$ cat src/include/pbs_pkg.sv
// Shared constants and types for the pipelined burst SRAM interface.
package pbs_pkg;

    // ------------------------------------------------------------------
    // Widths of the address, the word, the lanes and the burst counter.
    // ------------------------------------------------------------------
    localparam int ADDR_W  = 21;
    localparam int DATA_W  = 36;
    localparam int LANES   = 4;
    localparam int LANE_W  = 9;
    localparam int BURST_W = 2;

    // Byte-lane patterns for global write and for no write.
    localparam logic [LANES-1:0] ALL_LANES = 4'hf;
    localparam logic [LANES-1:0] NO_LANES  = 4'h0;

    // ------------------------------------------------------------------
    // Timing counts, in clock cycles.
    // ------------------------------------------------------------------
    localparam int SLEEP_ENTER_CYC = 2;
    localparam int SLEEP_EXIT_CYC  = 2;
    // Cycles after reset release before the strap level is trusted.
    localparam int STRAP_SETTLE_CYC = 3;

    // ------------------------------------------------------------------
    // Bit positions inside the pin synchroniser.
    // ------------------------------------------------------------------
    localparam int SYNC_W     = 3;
    localparam int SYNC_OE    = 0;
    localparam int SYNC_SLEEP = 1;
    localparam int SYNC_STRAP = 2;
    // Output enable idle high, sleep low, strap high (its pulled level).
    localparam logic [SYNC_W-1:0] SYNC_RESET = 3'h5;

    // Sleep sequencer states, Gray coded around the loop.
    typedef enum logic [1:0] {
        PBS_RUN   = 2'b00,
        PBS_ENTER = 2'b01,
        PBS_SLEEP = 2'b11,
        PBS_EXIT  = 2'b10
    } pbs_sleep_t;

    // Synchronous bus controls, all sampled on the rising clock edge.
    typedef struct packed {
        logic             processorAddrStrobeN;
        logic             controllerAddrStrobeN;
        logic             burstAdvanceN;
        logic             globalWriteN;
        logic             byteWriteEnableN;
        logic [LANES-1:0] byteLaneSelectN;
        logic             primaryChipSelectN;
        logic             depthSelectHigh;
        logic             depthSelectLowN;
    } pbs_ctrl_t;

    // Request towards the memory core.
    typedef struct packed {
        logic              wrEn;
        logic [LANES-1:0]  byteEn;
        logic [ADDR_W-1:0] addr;
        logic [DATA_W-1:0] wrData;
    } pbs_mem_req_t;

    // State of the interface block, apart from the pin synchroniser.
    typedef struct packed {
        pbs_sleep_t                sleepSt;
        logic [1:0]                sleepCnt;
        logic [1:0]                strapCnt;
        logic                      linear;
        logic                      active;
        logic [ADDR_W-BURST_W-1:0] addrHi;
        logic [BURST_W-1:0]        start;
        logic [BURST_W-1:0]        beat;
        logic                      rdStage;
        logic                      firstRead;
        pbs_mem_req_t              mem;
        logic [DATA_W-1:0]         dqOut;
        logic                      dqOe;
        logic                      sleepActive;
    } pbs_state_t;

endpackage : pbs_pkg

$ cat src/logic/pbs_sync2.sv
// Two-flop synchroniser for pins that are not timed to the clock.
`timescale 1ns/100ps
module pbs_sync2 #(
    parameter int                WIDTH     = 1,
    parameter logic [WIDTH-1:0]  RESET_VAL = '0
) (
    // Clock and reset.
    input  wire logic             clk_sys,
    input  wire logic             rst_b,
    // Raw and synchronised levels.
    input  wire logic [WIDTH-1:0] raw,
    output logic      [WIDTH-1:0] synced
);

    logic [WIDTH-1:0] firstQ;

    // The first stage feeds only the second stage, nothing else.
    always_ff @(posedge clk_sys or negedge rst_b) begin
        if (!rst_b) begin
            firstQ <= RESET_VAL;
            synced <= RESET_VAL;
        end else begin
            firstQ <= raw;
            synced <= firstQ;
        end
    end

endmodule : pbs_sync2

$ cat src/logic/pbs_burst_map.sv
// Maps burst start bits and beat count to the low address bits.
`timescale 1ns/100ps
module pbs_burst_map (
    // Burst position.
    input  wire logic [1:0] start,
    input  wire logic [1:0] beat,
    // Order select, high for linear.
    input  wire logic       linear,
    // Low address bits of this beat.
    output logic      [1:0] addrLow
);

    // Linear wraps modulo four; interleaved flips bits by the beat count.
    assign addrLow = linear ? 2'(start + beat) : (start ^ beat);

endmodule : pbs_burst_map

$ cat src/logic/pbs_sram_interface.sv
// Synchronous control logic of a pipelined double-deselect burst SRAM.
//
// Overview of operation
// - Register inputs and read data on rising edge.
// - Burst order follows the sampled strap level.
// - Two-bit counter loads start bits, makes four beats.
// - Advance low steps the burst counter.
// - Global write writes all four lanes.
// - Processor strobe ignored while primary select high.
// - Strobe, selected, no write starts read; data next.
// - First cycle after deselect keeps outputs off.
// - Deselect turns outputs off after next edge.
// - Processor-strobe write takes two cycles.
// - First processor-strobe cycle ignores writes and advance.
// - Byte write changes only the selected lanes.
// - Controller-strobe write completes in one cycle.
// - Any write cycle forces data outputs off.
// - Interleaved beats are start XOR beat count.
// - Linear beats count up modulo four.
// - Sleep entry and exit take two cycles.
// - Access pending at sleep entry may drop.
// - Both strobes low means processor strobe wins.
// - Third select sampled only on address load.
// - Strap low is linear, high is interleaved.
`timescale 1ns/100ps
module pbs_sram_interface (
    // Clock and reset.
    input  wire logic                          clk_sys,
    input  wire logic                          rst_b,
    // Synchronous bus address and controls.
    input  wire logic [pbs_pkg::ADDR_W-1:0]    address,
    input  wire pbs_pkg::pbs_ctrl_t            busCtrl,
    // Common data lines, split into in, out and enable.
    input  wire logic [pbs_pkg::DATA_W-1:0]    dqIn,
    output logic      [pbs_pkg::DATA_W-1:0]    dqOut,
    output logic                               dqOe,
    // Asynchronous pins and the burst-order strap.
    input  wire logic                          outputEnableN,
    input  wire logic                          sleepRequest,
    input  wire logic                          burstOrderStrap,
    // Memory core port.
    output pbs_pkg::pbs_mem_req_t              memReq,
    input  wire logic [pbs_pkg::DATA_W-1:0]    memRdData,
    // Status.
    output logic                               sleepActive,
    output logic                               linearOrder
);

    import pbs_pkg::*;

    // ------------------------------------------------------------------
    // State and decode signals.
    // ------------------------------------------------------------------
    pbs_state_t         stateQ;
    pbs_state_t         stateD;
    logic [SYNC_W-1:0]  syncRaw;
    logic [SYNC_W-1:0]  syncOut;
    logic               oeNSync;
    logic               sleepSync;
    logic               strapSync;
    logic               running;
    logic               chipSel;
    logic               procLoad;
    logic               ctrlLoad;
    logic               loadAny;
    logic               deselect;
    logic [LANES-1:0]   laneMask;
    logic               wrAny;
    logic               ctrlWrite;
    logic               startRead;
    logic               carryOn;
    logic               advance;
    logic               contWrite;
    logic               writeNow;
    logic [1:0]         mapStart;
    logic [1:0]         mapBeat;
    logic [1:0]         mapAddr;
    logic               strapDone;

    // ------------------------------------------------------------------
    // Pin synchronisers.
    // ------------------------------------------------------------------

    // Output enable, sleep and strap are not timed to the clock, so
    // they cross two flops; output enable therefore acts two edges late.
    assign syncRaw = {burstOrderStrap, sleepRequest, outputEnableN};

    pbs_sync2 #(
        .WIDTH     (SYNC_W),
        .RESET_VAL (SYNC_RESET)
    ) uSync (
        .clk_sys (clk_sys),
        .rst_b   (rst_b),
        .raw     (syncRaw),
        .synced  (syncOut)
    );

    assign oeNSync   = syncOut[SYNC_OE];
    assign sleepSync = syncOut[SYNC_SLEEP];
    assign strapSync = syncOut[SYNC_STRAP];

    // ------------------------------------------------------------------
    // Strobe and select decode.
    // ------------------------------------------------------------------

    // Accesses are only recognised while the sleep sequencer is idle.
    assign running = (stateQ.sleepSt == PBS_RUN);

    // The third select only matters where an address is loaded.
    assign chipSel = ~busCtrl.primaryChipSelectN & busCtrl.depthSelectHigh
                   & ~busCtrl.depthSelectLowN;

    // The processor strobe needs the primary select and beats the other.
    assign procLoad = running & ~busCtrl.processorAddrStrobeN
                    & ~busCtrl.primaryChipSelectN;
    assign ctrlLoad = running & ~busCtrl.controllerAddrStrobeN
                    & ~procLoad;
    assign loadAny  = procLoad | ctrlLoad;
    assign deselect = loadAny & ~chipSel;

    // Global write overrides the byte controls and selects every lane.
    always_comb begin
        if (!busCtrl.globalWriteN) begin
            laneMask = ALL_LANES;
        end else if (!busCtrl.byteWriteEnableN) begin
            laneMask = ~busCtrl.byteLaneSelectN;
        end else begin
            laneMask = NO_LANES;
        end
    end
    assign wrAny = |laneMask;

    // A selected controller-strobe load with write controls writes at once; a
    // selected processor-strobe load always reads, whatever the write pins say.
    assign ctrlWrite = ctrlLoad & chipSel & wrAny;
    assign startRead = loadAny & chipSel & ~ctrlWrite;

    // Cycles with no accepted strobe continue the running burst.
    assign carryOn   = running & stateQ.active & ~loadAny;
    assign advance   = carryOn & ~busCtrl.burstAdvanceN;
    assign contWrite = carryOn & wrAny;
    assign writeNow  = ctrlWrite | contWrite;

    // ------------------------------------------------------------------
    // Burst counter addressing.
    // ------------------------------------------------------------------

    // A load restarts at beat zero from the presented low bits; without
    // advance the counter holds and the same word is accessed again.
    assign mapStart = loadAny ? address[1:0] : stateQ.start;
    always_comb begin
        if (loadAny) begin
            mapBeat = 2'h0;
        end else if (advance) begin
            mapBeat = 2'(stateQ.beat + 2'h1);
        end else begin
            mapBeat = stateQ.beat;
        end
    end

    pbs_burst_map uMap (
        .start   (mapStart),
        .beat    (mapBeat),
        .linear  (stateQ.linear),
        .addrLow (mapAddr)
    );

    // The strap is taken once after its synchroniser has filled.
    assign strapDone = (stateQ.strapCnt == 2'(STRAP_SETTLE_CYC));

    // ------------------------------------------------------------------
    // Next-state logic.
    // ------------------------------------------------------------------

    // All state but the pin synchroniser is formed here and registered in one flop group below.
    always_comb begin
        stateD          = stateQ;
        stateD.mem.wrEn = 1'b0;

        // Burst order is fixed from the settled strap level.
        if (!strapDone) begin
            stateD.strapCnt = 2'(stateQ.strapCnt + 2'h1);
            stateD.linear   = ~strapSync;
        end

        // Sleep sequencer: two cycles to go in and two to come out.
        case (stateQ.sleepSt)
            PBS_RUN: begin
                if (sleepSync) begin
                    stateD.sleepSt  = PBS_ENTER;
                    stateD.sleepCnt = 2'h0;
                end
            end
            PBS_ENTER: begin
                if (stateQ.sleepCnt == 2'(SLEEP_ENTER_CYC - 1)) begin
                    stateD.sleepSt     = PBS_SLEEP;
                    stateD.sleepActive = 1'b1;
                end else begin
                    stateD.sleepCnt = 2'(stateQ.sleepCnt + 2'h1);
                end
            end
            PBS_SLEEP: begin
                if (!sleepSync) begin
                    stateD.sleepSt  = PBS_EXIT;
                    stateD.sleepCnt = 2'h0;
                end
            end
            PBS_EXIT: begin
                if (stateQ.sleepCnt == 2'(SLEEP_EXIT_CYC - 1)) begin
                    stateD.sleepSt     = PBS_RUN;
                    stateD.sleepActive = 1'b0;
                end else begin
                    stateD.sleepCnt = 2'(stateQ.sleepCnt + 2'h1);
                end
            end
            default: begin
                stateD.sleepSt     = PBS_RUN;
                stateD.sleepActive = 1'b0;
            end
        endcase

        // Address register and burst counter.
        if (deselect) begin
            stateD.active = 1'b0;
        end else if (loadAny) begin
            stateD.active = 1'b1;
            stateD.addrHi = address[ADDR_W-1:BURST_W];
            stateD.start  = address[1:0];
            stateD.beat   = 2'h0;
        end else if (advance) begin
            stateD.beat = mapBeat;
        end
        if ((loadAny & chipSel) | carryOn) begin
            stateD.mem.addr = {stateD.addrHi, mapAddr};
        end

        // Writes carry the data and lane mask sampled on this edge.
        if (writeNow) begin
            stateD.mem.wrEn   = 1'b1;
            stateD.mem.byteEn = laneMask;
            stateD.mem.wrData = dqIn;
        end

        // A read addressed now is delivered by the output register at
        // the next edge; the core answers from the registered address.
        stateD.rdStage = startRead | (carryOn & ~wrAny);
        // A read that leaves the deselected state is remembered, so its
        // first output cycle is masked at the next edge.
        stateD.firstRead = startRead & ~stateQ.active;
        if (stateQ.rdStage) begin
            stateD.dqOut = memRdData;
        end

        // Drive only data of a pending read, with output enable low, in
        // no write and not in the first cycle out of a deselect. The
        // enable follows the read stage, so a deselect only silences
        // the pins one edge later.
        stateD.dqOe = stateQ.rdStage & ~oeNSync & running
                    & ~writeNow
                    & ~stateQ.firstRead;

        // Leaving the run state ends the burst and any pending read; a write issued in this cycle still goes out.
        if (stateD.sleepSt != PBS_RUN) begin
            stateD.active  = 1'b0;
            stateD.rdStage = 1'b0;
            stateD.dqOe    = 1'b0;
        end
    end

    // ------------------------------------------------------------------
    // State register and outputs.
    // ------------------------------------------------------------------

    // Sleep state lives in plain flops, so stored context survives it.
    always_ff @(posedge clk_sys or negedge rst_b) begin
        if (!rst_b) begin
            stateQ <= '0;
        end else begin
            stateQ <= stateD;
        end
    end

    assign dqOut       = stateQ.dqOut;
    assign dqOe        = stateQ.dqOe;
    assign memReq      = stateQ.mem;
    assign sleepActive = stateQ.sleepActive;
    assign linearOrder = stateQ.linear;
endmodule : pbs_sram_interface

$ cat config.mk
export PLATFORM = sky130hd
export DESIGN_NAME = pbs_sram_interface
export DESIGN_NICKNAME = d
export VERILOG_FILES = /design/src/include/pbs_pkg.sv /design/src/logic/pbs_sync2.sv /design/src/logic/pbs_burst_map.sv /design/src/logic/pbs_sram_interface.sv
export SDC_FILE = /design/constraint.sdc
export NUM_CORES = 1
export LEC_CHECK = 0
export ABC_AREA = 0
export CAP_MARGIN = 20
export CORE_MARGIN = 2
export CORE_UTILIZATION = 39
export DETAILED_ROUTE_END_ITERATION = 10
export DONT_BUFFER_PORTS = 1
export GPL_ROUTABILITY_DRIVEN = 1
export PLACE_DENSITY = 0.63
export SLEW_MARGIN = 20
export SYNTH_ARGS = -nofsm -noshare
export SYNTH_HDL_FRONTEND = slang
export SYNTH_SLANG_ARGS = --single-unit
$ cat constraint.sdc
create_clock -name clk_sys -period 2.8 [get_ports clk_sys]
set_input_delay 0.56 -clock clk_sys [delete_from_list [all_inputs] [get_ports clk_sys]]
set_output_delay 0.56 -clock clk_sys [all_outputs]
set_load 0.005 [all_outputs]
Word level (Yosys, flattened, before mapping):

Index checks and enable logic that the tools add are counted.

* memory bits (read-only): 0
* register bits after elaboration: 139
* output and inout bits: 101
* memories: 0
* bits in latches: 0
* bits in writable memories: 0

* bitwise gates (word level): 43
* $add $sub $neg: 4
* $lt $le $gt $ge: 0
* mux-type cells: 24
* shift operators: 0
* multiply operators: 0
* equal/unequal tests: 9
* reductions and logical operators: 10
* div/mod/pow operators: 0

Operators by type and width (number)
* $mux W23: 1
* $mux W22: 1
* $and A1 B1 Y1: 21
* $mux W2: 9
* $mux W4: 4
* $not A1 Y1: 16
* $pmux W4 S4: 1
* $add A2 B1 Y2 const B: 3
* $eq A2 B2 Y1 const B: 3
* $mux W1: 6
* $ne A2 B2 Y1 const B: 3
* $reduce_and A2 Y1: 3
* $reduce_bool A2 Y1: 3
* $mux W5: 1
* $eq A2 B1 Y1 const B: 2
* $not A4 Y4: 1
* $or A1 B1 Y1: 4
* $reduce_or A4 Y1: 1
* $reduce_and A3 Y1: 1
* $reduce_bool A3 Y1: 1
* $add A2 B2 Y2: 1
* $logic_not A2 Y1: 1
* $ne A2 B1 Y1 const B: 1
* $pmux W1 S2: 1
* $xor A2 B2 Y2: 1

Logic depth before layout (Yosys ltp):

Gate-level depths: netlist of the first run.

* depth in word-level cells: 14
* gate-level depth with buffers: 10
* depth with buffers taken out: 10

Cells and area by module:

A second synthesis of the first run with hierarchy kept.

* cell total of the unflattened synthesis: 448
* area total of the unflattened synthesis: 6306.0 µm²

Modules (own cells, without submodules)
* pbs_sram_interface: times used 1, cells an instance 438, area each 6117.1 µm²
* pbs_sync2: times used 1, cells an instance 6, area each 155.1 µm²
* pbs_burst_map: times used 1, cells an instance 4, area each 33.8 µm²

Worst setup path before layout of the first run:

OpenSTA, ideal clock, no wires.

* kind: register to register
* start point: register stateQ[131] in the netlist's numbering
* end point: register stateQ, in the netlist memReq[36]
* setup slack: 0.786 ns
* required time: 2.675 ns
* cell stages (with the launch flop): 9
* arrival: 1.889 ns
* library setup time: 0.125 ns
* buffers on the path: 0
* cell sequence: dfrtp_1 > inv_1 > ha_1 > o2111ai_2 > nor2_1 > xnor2_1 > a21oi_1 > ha_1 > mux2_2

* longest elaborated chain between the ends: 13
* elaborated cells on any way between the ends: 19
* classes of those cells: 1 x add/sub; 4 x mux; 13 x bitwise; 1 x reduce/logical

RTL lines
* start: declaration: RTL line pbs_sram_interface.sv:54 `pbs_state_t stateQ;`
* start signal: assignment: RTL line pbs_sram_interface.sv:279 `stateQ <= stateD;`
* $logic_not A2 Y1 (*): RTL line pbs_sram_interface.sv:107 `assign running = (stateQ.sleepSt == PBS_RUN);`
* $and A1 B1 Y1: RTL line pbs_sram_interface.sv:114 `assign procLoad = running & ~busCtrl.processorAddrStrobeN`
* $and A1 B1 Y1: RTL line pbs_sram_interface.sv:115 `& ~busCtrl.primaryChipSelectN;`
* $not A1 Y1: RTL line pbs_sram_interface.sv:117 `& ~procLoad;`
* $and A1 B1 Y1: RTL line pbs_sram_interface.sv:117
* $or A1 B1 Y1: RTL line pbs_sram_interface.sv:118 `assign loadAny = procLoad | ctrlLoad;`
* $not A1 Y1: RTL line pbs_sram_interface.sv:139 `assign carryOn = running & stateQ.active & ~loadAny;`
* $and A1 B1 Y1: RTL line pbs_sram_interface.sv:139
* $and A1 B1 Y1: RTL line pbs_sram_interface.sv:140 `assign advance = carryOn & ~busCtrl.burstAdvanceN;`
* $mux W2: RTL line pbs_sram_interface.sv:154 `end else if (advance) begin`
* $mux W2: RTL line pbs_sram_interface.sv:152 `if (loadAny) begin`
* $add A2 B2 Y2 / $xor A2 B2 Y2 (equally long branches): RTL line pbs_burst_map.sv:14 `assign addrLow = linear ? 2'(start + beat) : (start ^ beat);`
* $mux W2: RTL line pbs_burst_map.sv:14

Every way passes the cells marked *; elsewhere a longest branch is shown, timed or not.
A chain may end at the register's enable or synchronous reset.

Final worst setup path of the first run:

* start point: register stateQ[131] in the netlist's numbering
* end point: register stateQ, in the netlist memReq[37]

Same word-level chain as after synthesis.

==> results of run 1 <==
## cell usage in the layout (no fill, tap or decap), drive strengths merged, types with 3 or more instances in the layout
master / netlist / layout
nor2: 5 / 5
dfstp: 4 / 4
dfrtp: 135 / 135
ha: 7 / 7
clkbuf: 3 / 19
bufinv: 0 / 5
mux2i: 3 / 3
a21oi: 9 / 9
clkinv: 0 / 3
inv: 6 / 10
o21ai: 10 / 10
nand2: 17 / 17
mux2: 119 / 119
xnor2: 4 / 4
buf: 107 / 5
## per-layer routing
layer	GRT usage	wire [um]
met1	0.126	3800
met5	0	0
met4	0.0569	151
met2	0.206	5190
met3	0.0780	1450
## worst paths after layout
check                                   to  depth (start not counted)       startpoint
max in group asynchronous  uSync.firstQ[0]                          0            rst_b
max reg2reg                     memReq[37]                         10      stateQ[131]
max                             memReq[37]                         10      stateQ[131]
min reg2reg                uSync.synced[2]                          0  uSync.firstQ[2]
min                              dqOut[20]                          0            rst_b
min in group clk_sys       uSync.firstQ[2]                          0  burstOrderStrap
## power by group
part / switching [mW] / internal [mW]
Sequential: 0.593 / 2.85
Combinational: 0.494 / 0.783
Clock: 0.850 / 1.64
Total: 1.94 / 5.27
## through the flow
step / hold slack [ns] / setup slack, ns / std cells / cell area [um2] / total power, mW
2_1_floorplan: 0.264 / 0.786 / 450 / 6160 / 5.23
3_3_place_gp: 0.268 / 0.581 / 556 / 5670 / 4.66
3_5_place_dp: 0.267 / 0.460 / 556 / 5670 / 4.78
4_1_cts: -0.181 / 0.450 / 588 / 6340 / 7.31
5_1_grt: -0.201 / 0.236 / 588 / 6340 / 7.64
6_report: -0.162 / 0.466 / 588 / 6340 / 7.20
## logic make-up (layout without fill, tap and decap cells)
group | after synthesis | after routing | share of synthesized area
buffers and inverters | 116 | 43 | 0.134
DFF | 139 | 139 | 0.565
AOI/OAI and AO/OA | 29 | 29 | 0.0301
adders and majority gates | 7 | 7 | 0.0142
and+or+nand+nor | 32 | 32 | 0.0268
xor gates and xnor gates | 5 | 5 | 0.00711
muxes | 122 | 122 | 0.222
## worst max-delay path, cell delays in order (launching register included)
cell and delay (ns):
dfrtp_1 0.41, inv_1 0.14, ha_1 0.32, o2111ai_2 0.22
nor2_1 0.30, xnor2_1 0.10, a21oi_1 0.18, ha_1 0.17
nand2_1 0.06, xnor2_1 0.22, a21oi_2 0.08
## sequential cells by signal (all words and copies together), names as in the netlist
register / flops
dqOe: 1
sleepActive: 1
uSync.synced: 3
dqOut: 36
uSync.firstQ: 3
memReq: 62
stateQ: 32
linearOrder: 1
## area by class of cell
type,count,area (um2),area share
timing repair buffer,5,50.0,0.00790
tap,211,264,0.0417
sequential,139,3480,0.550
clock inverter,13,211,0.0334
clock buffer,19,453,0.0715
inverter,6,22.5,0.00355
multi-input combinational,195,1850,0.293
==> results.md, run 1 <==
* Detailed Route WL at ~11 mm
* Final setup viols at 0
* Grt ovf at 0
* VDD IR max at 0.481 mV
* Largest cells by area after synthesis: dfrtp_1, mux2_2, buf_4, dfstp_2, ha_1
* Status: finished with violations
* Half-perimeter wire length after placement at around 7.6 mm
* Final net count at approximately 480
* Chip Width at around 130 um
* Worst Hold Class: primary input to async pin
* Critical path capture point type: register
* PortBufs at 0
* Max-Slew Margin vs Limit at 0.709
* Max Clock Freq at between 400 and 500 MHz
* TritonCTS clock tree: done
* Mapped Nets at 567
* Max Slew Vio Count at 0
* Clk pin slew, worst setup/hold paths at around 0.06 ns
* Flops & latches, synth at approximately 140
* Ys Warns at 0
* Post-synthesis cell type count at 39
* Synth cell count leaders: dfrtp_1, mux2_2, buf_4, nand2_1, o21ai_0
* Initial cell density of the core at 0.402
* Fin crit share at 0.833
* Synth Cell Area at 6160 um2
* Resized cells post-CTS at 0
* GPL Wtd Cong at 0.782
* Critical path required time at between 3 and 4 ns
* Mapped Avg Cell Area at roughly 14 um2
* Fin Setup TNS at 0 ns
* Hold Vio Cnt, Final at around 140
* Critical path peak fanout at 7
* Via count at between 2k and 3k
* Skew-Pair Late Insertion Delay at 0.41 ns
* Row count at between 40 and 50
* Period minus WS final at ~2.3 ns
* PD cells at ~1100 nW/um2
* Clk_skew at about 0.011 ns
* Failing checks: hold timing
* Die Span Y at about 130 um
* Total core area at approximately 15000 um2
* Min Hold Slack at -0.162 ns
* Share of cells above drive strength 1 at 0.446
* CTS Buf Count at 17
* DRC at 0
* Htree depth at 4
* Synth top area share at 0.548
* Top_reg_cell synth: dfrtp_1
* CP Class: register to register
* Drt pass-1 iters at 4
* Count leader, synth: dfrtp_1
* Fillcell total at about 1.4k
* Flop2flop setup slack at about 0.47 ns
* DR WL/cell at roughly 18 um
* Cells after Synth at 450
* Sequential fraction of the synthesis area at 0.565
* Post-synth EDFFs at 0
* Area grow syn2layout at 2.88%
* Leading area contributor after synthesis: dfrtp_1
* Max cap viols at 0
* Tightest Pin Transition at between 0.4 and 0.5 ns
* Pleak at 2.88 nW
* GRT Util Overall at 0.125
* Critical path data arrival time at approximately 2.6 ns
* Routed Antenna Nets at 0
* CTS Buffer Depth at 2
* Largest net degree at the start of global routing at 140
* Die ar. at ~17000 um2
* Worst setup SP type: register
* Initial detailed-routing violation count at ~100
* Post CTS Setup Buffer Count at 0
* Initial antenna violation count at 0
* Antenna Diode Count at 0
* First-pass GRT wire length at around 16 mm
* Top-Level Pins at around 210
* Vias in the first global route at about 3.1k
* Num Clock Sinks at between 100 and 150
* DR vias/cell at roughly 5
* Unrepaired setup endpoints after global routing: no
* Final Core Density at 0.414
* Fraction of registers with async set/reset at 1.00
* Clk Tree Root Cell: clkbuf_16
Note: power is estimated with default switching activity, not from simulation.
==> run 2, diff against run 1 <==
==> constraint.sdc (replaced) <==
create_clock -name clk_sys -period 2.2 [get_ports clk_sys]
set_input_delay 0.44 -clock clk_sys [delete_from_list [all_inputs] [get_ports clk_sys]]
set_output_delay 0.44 -clock clk_sys [all_outputs]
set_load 0.005 [all_outputs]
==> run 2 against run 1 <==
Net effect:
- final area grew 0.75%
- highest routed layer unchanged
- worst hold slack lost 0.12 ns
- first-iteration DRC count shrank 12%
- setup slack lost 0.39 ns
- flip-flop and latch count is the same
- fmax grew 9.9%
- global-route usage grew 0.18 points
- the flow still finishes with violations (hold timing)
- critical path depth shrank 3
- largest cell class unchanged
- clock skew shrank 0.0036 ns
==> results.md, run 2 (synthesized netlist as in run 1, its figures left out) <==
* Initial antenna violation count at 0
* Top-Level Pins at between 200 and 250
* Max Slew Vio Count at 0
* Vias in the first global route at between 3k and 4k
* Worst Hold Class: primary input to async pin
* Most common cell after layout, fill and taps aside: dfrtp_1
* Initial detailed-routing violation count at 89
* CTS Buf Count at 17
* Worst setup SP type: register
* First-pass GRT wire length at between 15 and 20 mm
* Antenna Diode Count at 0
* Switching share of power at 0.272
* Min Hold Slack at -0.282 ns
* Worst Reg-to-Reg Cells at 7
* Switching power of the nets at 2.47 mW
* Pint at around 6.6 mW
* Die ar. at about 17000 um2
* DRC at 0
* Fin crit share at 0.965
* Slack of the critical path at between 0.07 and 0.08 ns
* Critical path data arrival time at approximately 2.4 ns
* Final setup viols at 0
* CTS Buffer Depth at 2
* Share of cells above drive strength 1 at 0.449
* Drt pass-1 iters at 4
* PortBufs at 0
* TritonCTS clock tree: done
* Clock network fraction of total power at 0.335
* Die Span Y at 130 um
* Seq pwr share at 0.481
* Grt ovf at 0
* VDD IR max at 0.546 mV
* GPL Wtd Cong at around 0.78
* Routed Antenna Nets at 0
* Clk_skew at between 0.007 and 0.008 ns
* Largest net degree at the start of global routing at between 100 and 150
* Max cap viols at 0
* Pwr Total at 9.06 mW
* Max Clock Freq at around 470 MHz
* Hold Vio Cnt, Final at ~140
* Final Core Density at 0.417
* Half-perimeter wire length after placement at approximately 7.5 mm
* Htree depth at 4
* Tightest Pin Transition at around 0.46 ns
* Placed Area at around 5700 um2
* Post-route cell area at about 6400 um2
* Period minus WS final at between 2 and 2.5 ns
* CP Class: register to register
* GRT Util Overall at 0.127
* DR vias/cell at 4.82
* Critical path peak fanout at 21
* Via count at about 2.9k
* Clk Tree Root Cell: clkbuf_16
* Chip Width at between 100 and 150 um
* Num Clock Sinks at ~140
* Initial cell density of the core at 0.402
* Post-Place Worst Slack at 0.0960 ns
* Failing checks: hold timing
* Detailed Route WL at roughly 10 mm
* Area grow syn2layout at 3.66%
* Row count at 45
* Pleak at ~2.9 nW
* Logic pwr share at 0.185
* Critical path required time at ~2.5 ns
* Total core area at approximately 15000 um2
* Max-Slew Margin vs Limit at 0.690
* Final net count at ~490
* DR WL/cell at about 18 um
* Fillcell total at about 1.4k
* Commonest cells after routing, fill and taps aside: dfrtp_1, mux2_2, clkbuf_16
* Critical path capture point type: register
* Fin Setup TNS at 0 ns
* PD cells at roughly 1400 nW/um2
* Skew-Pair Late Insertion Delay at about 0.41 ns
* Status: finished with violations
* Largest register FFs at just over 60
* Clk pin slew, worst setup/hold paths at ~0.060 ns
run 2: what timing repair did:
action                                  in CTS  in global routing
endpoints found under the hold margin      139                141
setup buffers                                0                  1
resized for setup                            0                  3
endpoints found under the setup margin       0                 53
run 2: cell type report:
type | count | area, um2 | area share
Multi-Input combinational cell | 195 | 1870 | 0.293
Timing Repair Buffer | 9 | 110 | 0.0172
Clock buffer | 19 | 443 | 0.0694
Clock inverter | 13 | 189 | 0.0296
Sequential cell | 139 | 3480 | 0.545
Inverter | 6 | 22.5 | 0.00353
Tap cell | 211 | 264 | 0.0413
run 2: through the flow:
| step | hold WS (ns) | std cells |
|---|---|---|
| floorplan | 0.144 | 450 |
| global placement | 0.148 | 557 |
| detailed placement | 0.147 | 557 |
| CTS | -0.302 | 589 |
| global route | -0.317 | 592 |
| finish | -0.282 | 592 |
run 2: routing by layer:
| metal | track usage | up-vias | share of wire | wire length (um) |
|---|---|---|---|---|
| met5 | 0 | - | 0 | 0 |
| met3 | 0.0789 | 14 | 0.13 | 1370 |
| met4 | 0.0519 | 0 | 0.016 | 165 |
| met2 | 0.205 | 170 | 0.48 | 5030 |
| met1 | 0.133 | 1401 | 0.37 | 3900 |
| li1 | - | 1271 | - | - |
run 2: worst paths after layout:
check                           startpoint               to  slack [ns]
max                            stateQ[132]       memReq[43]        0.08
min                                  rst_b        dqOut[27]       -0.28
max reg2reg                    stateQ[132]       memReq[43]        0.08
min reg2reg                uSync.firstQ[0]  uSync.synced[0]        0.36
max in group asynchronous            rst_b  uSync.synced[2]        2.18
min in group clk_sys          sleepRequest  uSync.firstQ[1]        0.06
run 2: power by group through the flow:
stage          clock [mW]  combinational (mW)  sequential [mW]
2_1_floorplan           0                2.65             4.00
3_3_place_gp            0                1.55             4.40
6_report             3.03                1.67             4.36
5_1_grt              3.24                1.87             4.53
3_5_place_dp            0                1.65             4.43
4_1_cts              3.11                1.65             4.39
run 2: critical path: stages, from the launching register on:
cell      delay, ns
dfrtp_1        0.40
inv_1          0.11
ha_1           0.26
and4bb_2       0.28
nand2_2        0.14
buf_12         0.19
mux2_2         0.36
mux2_2         0.27
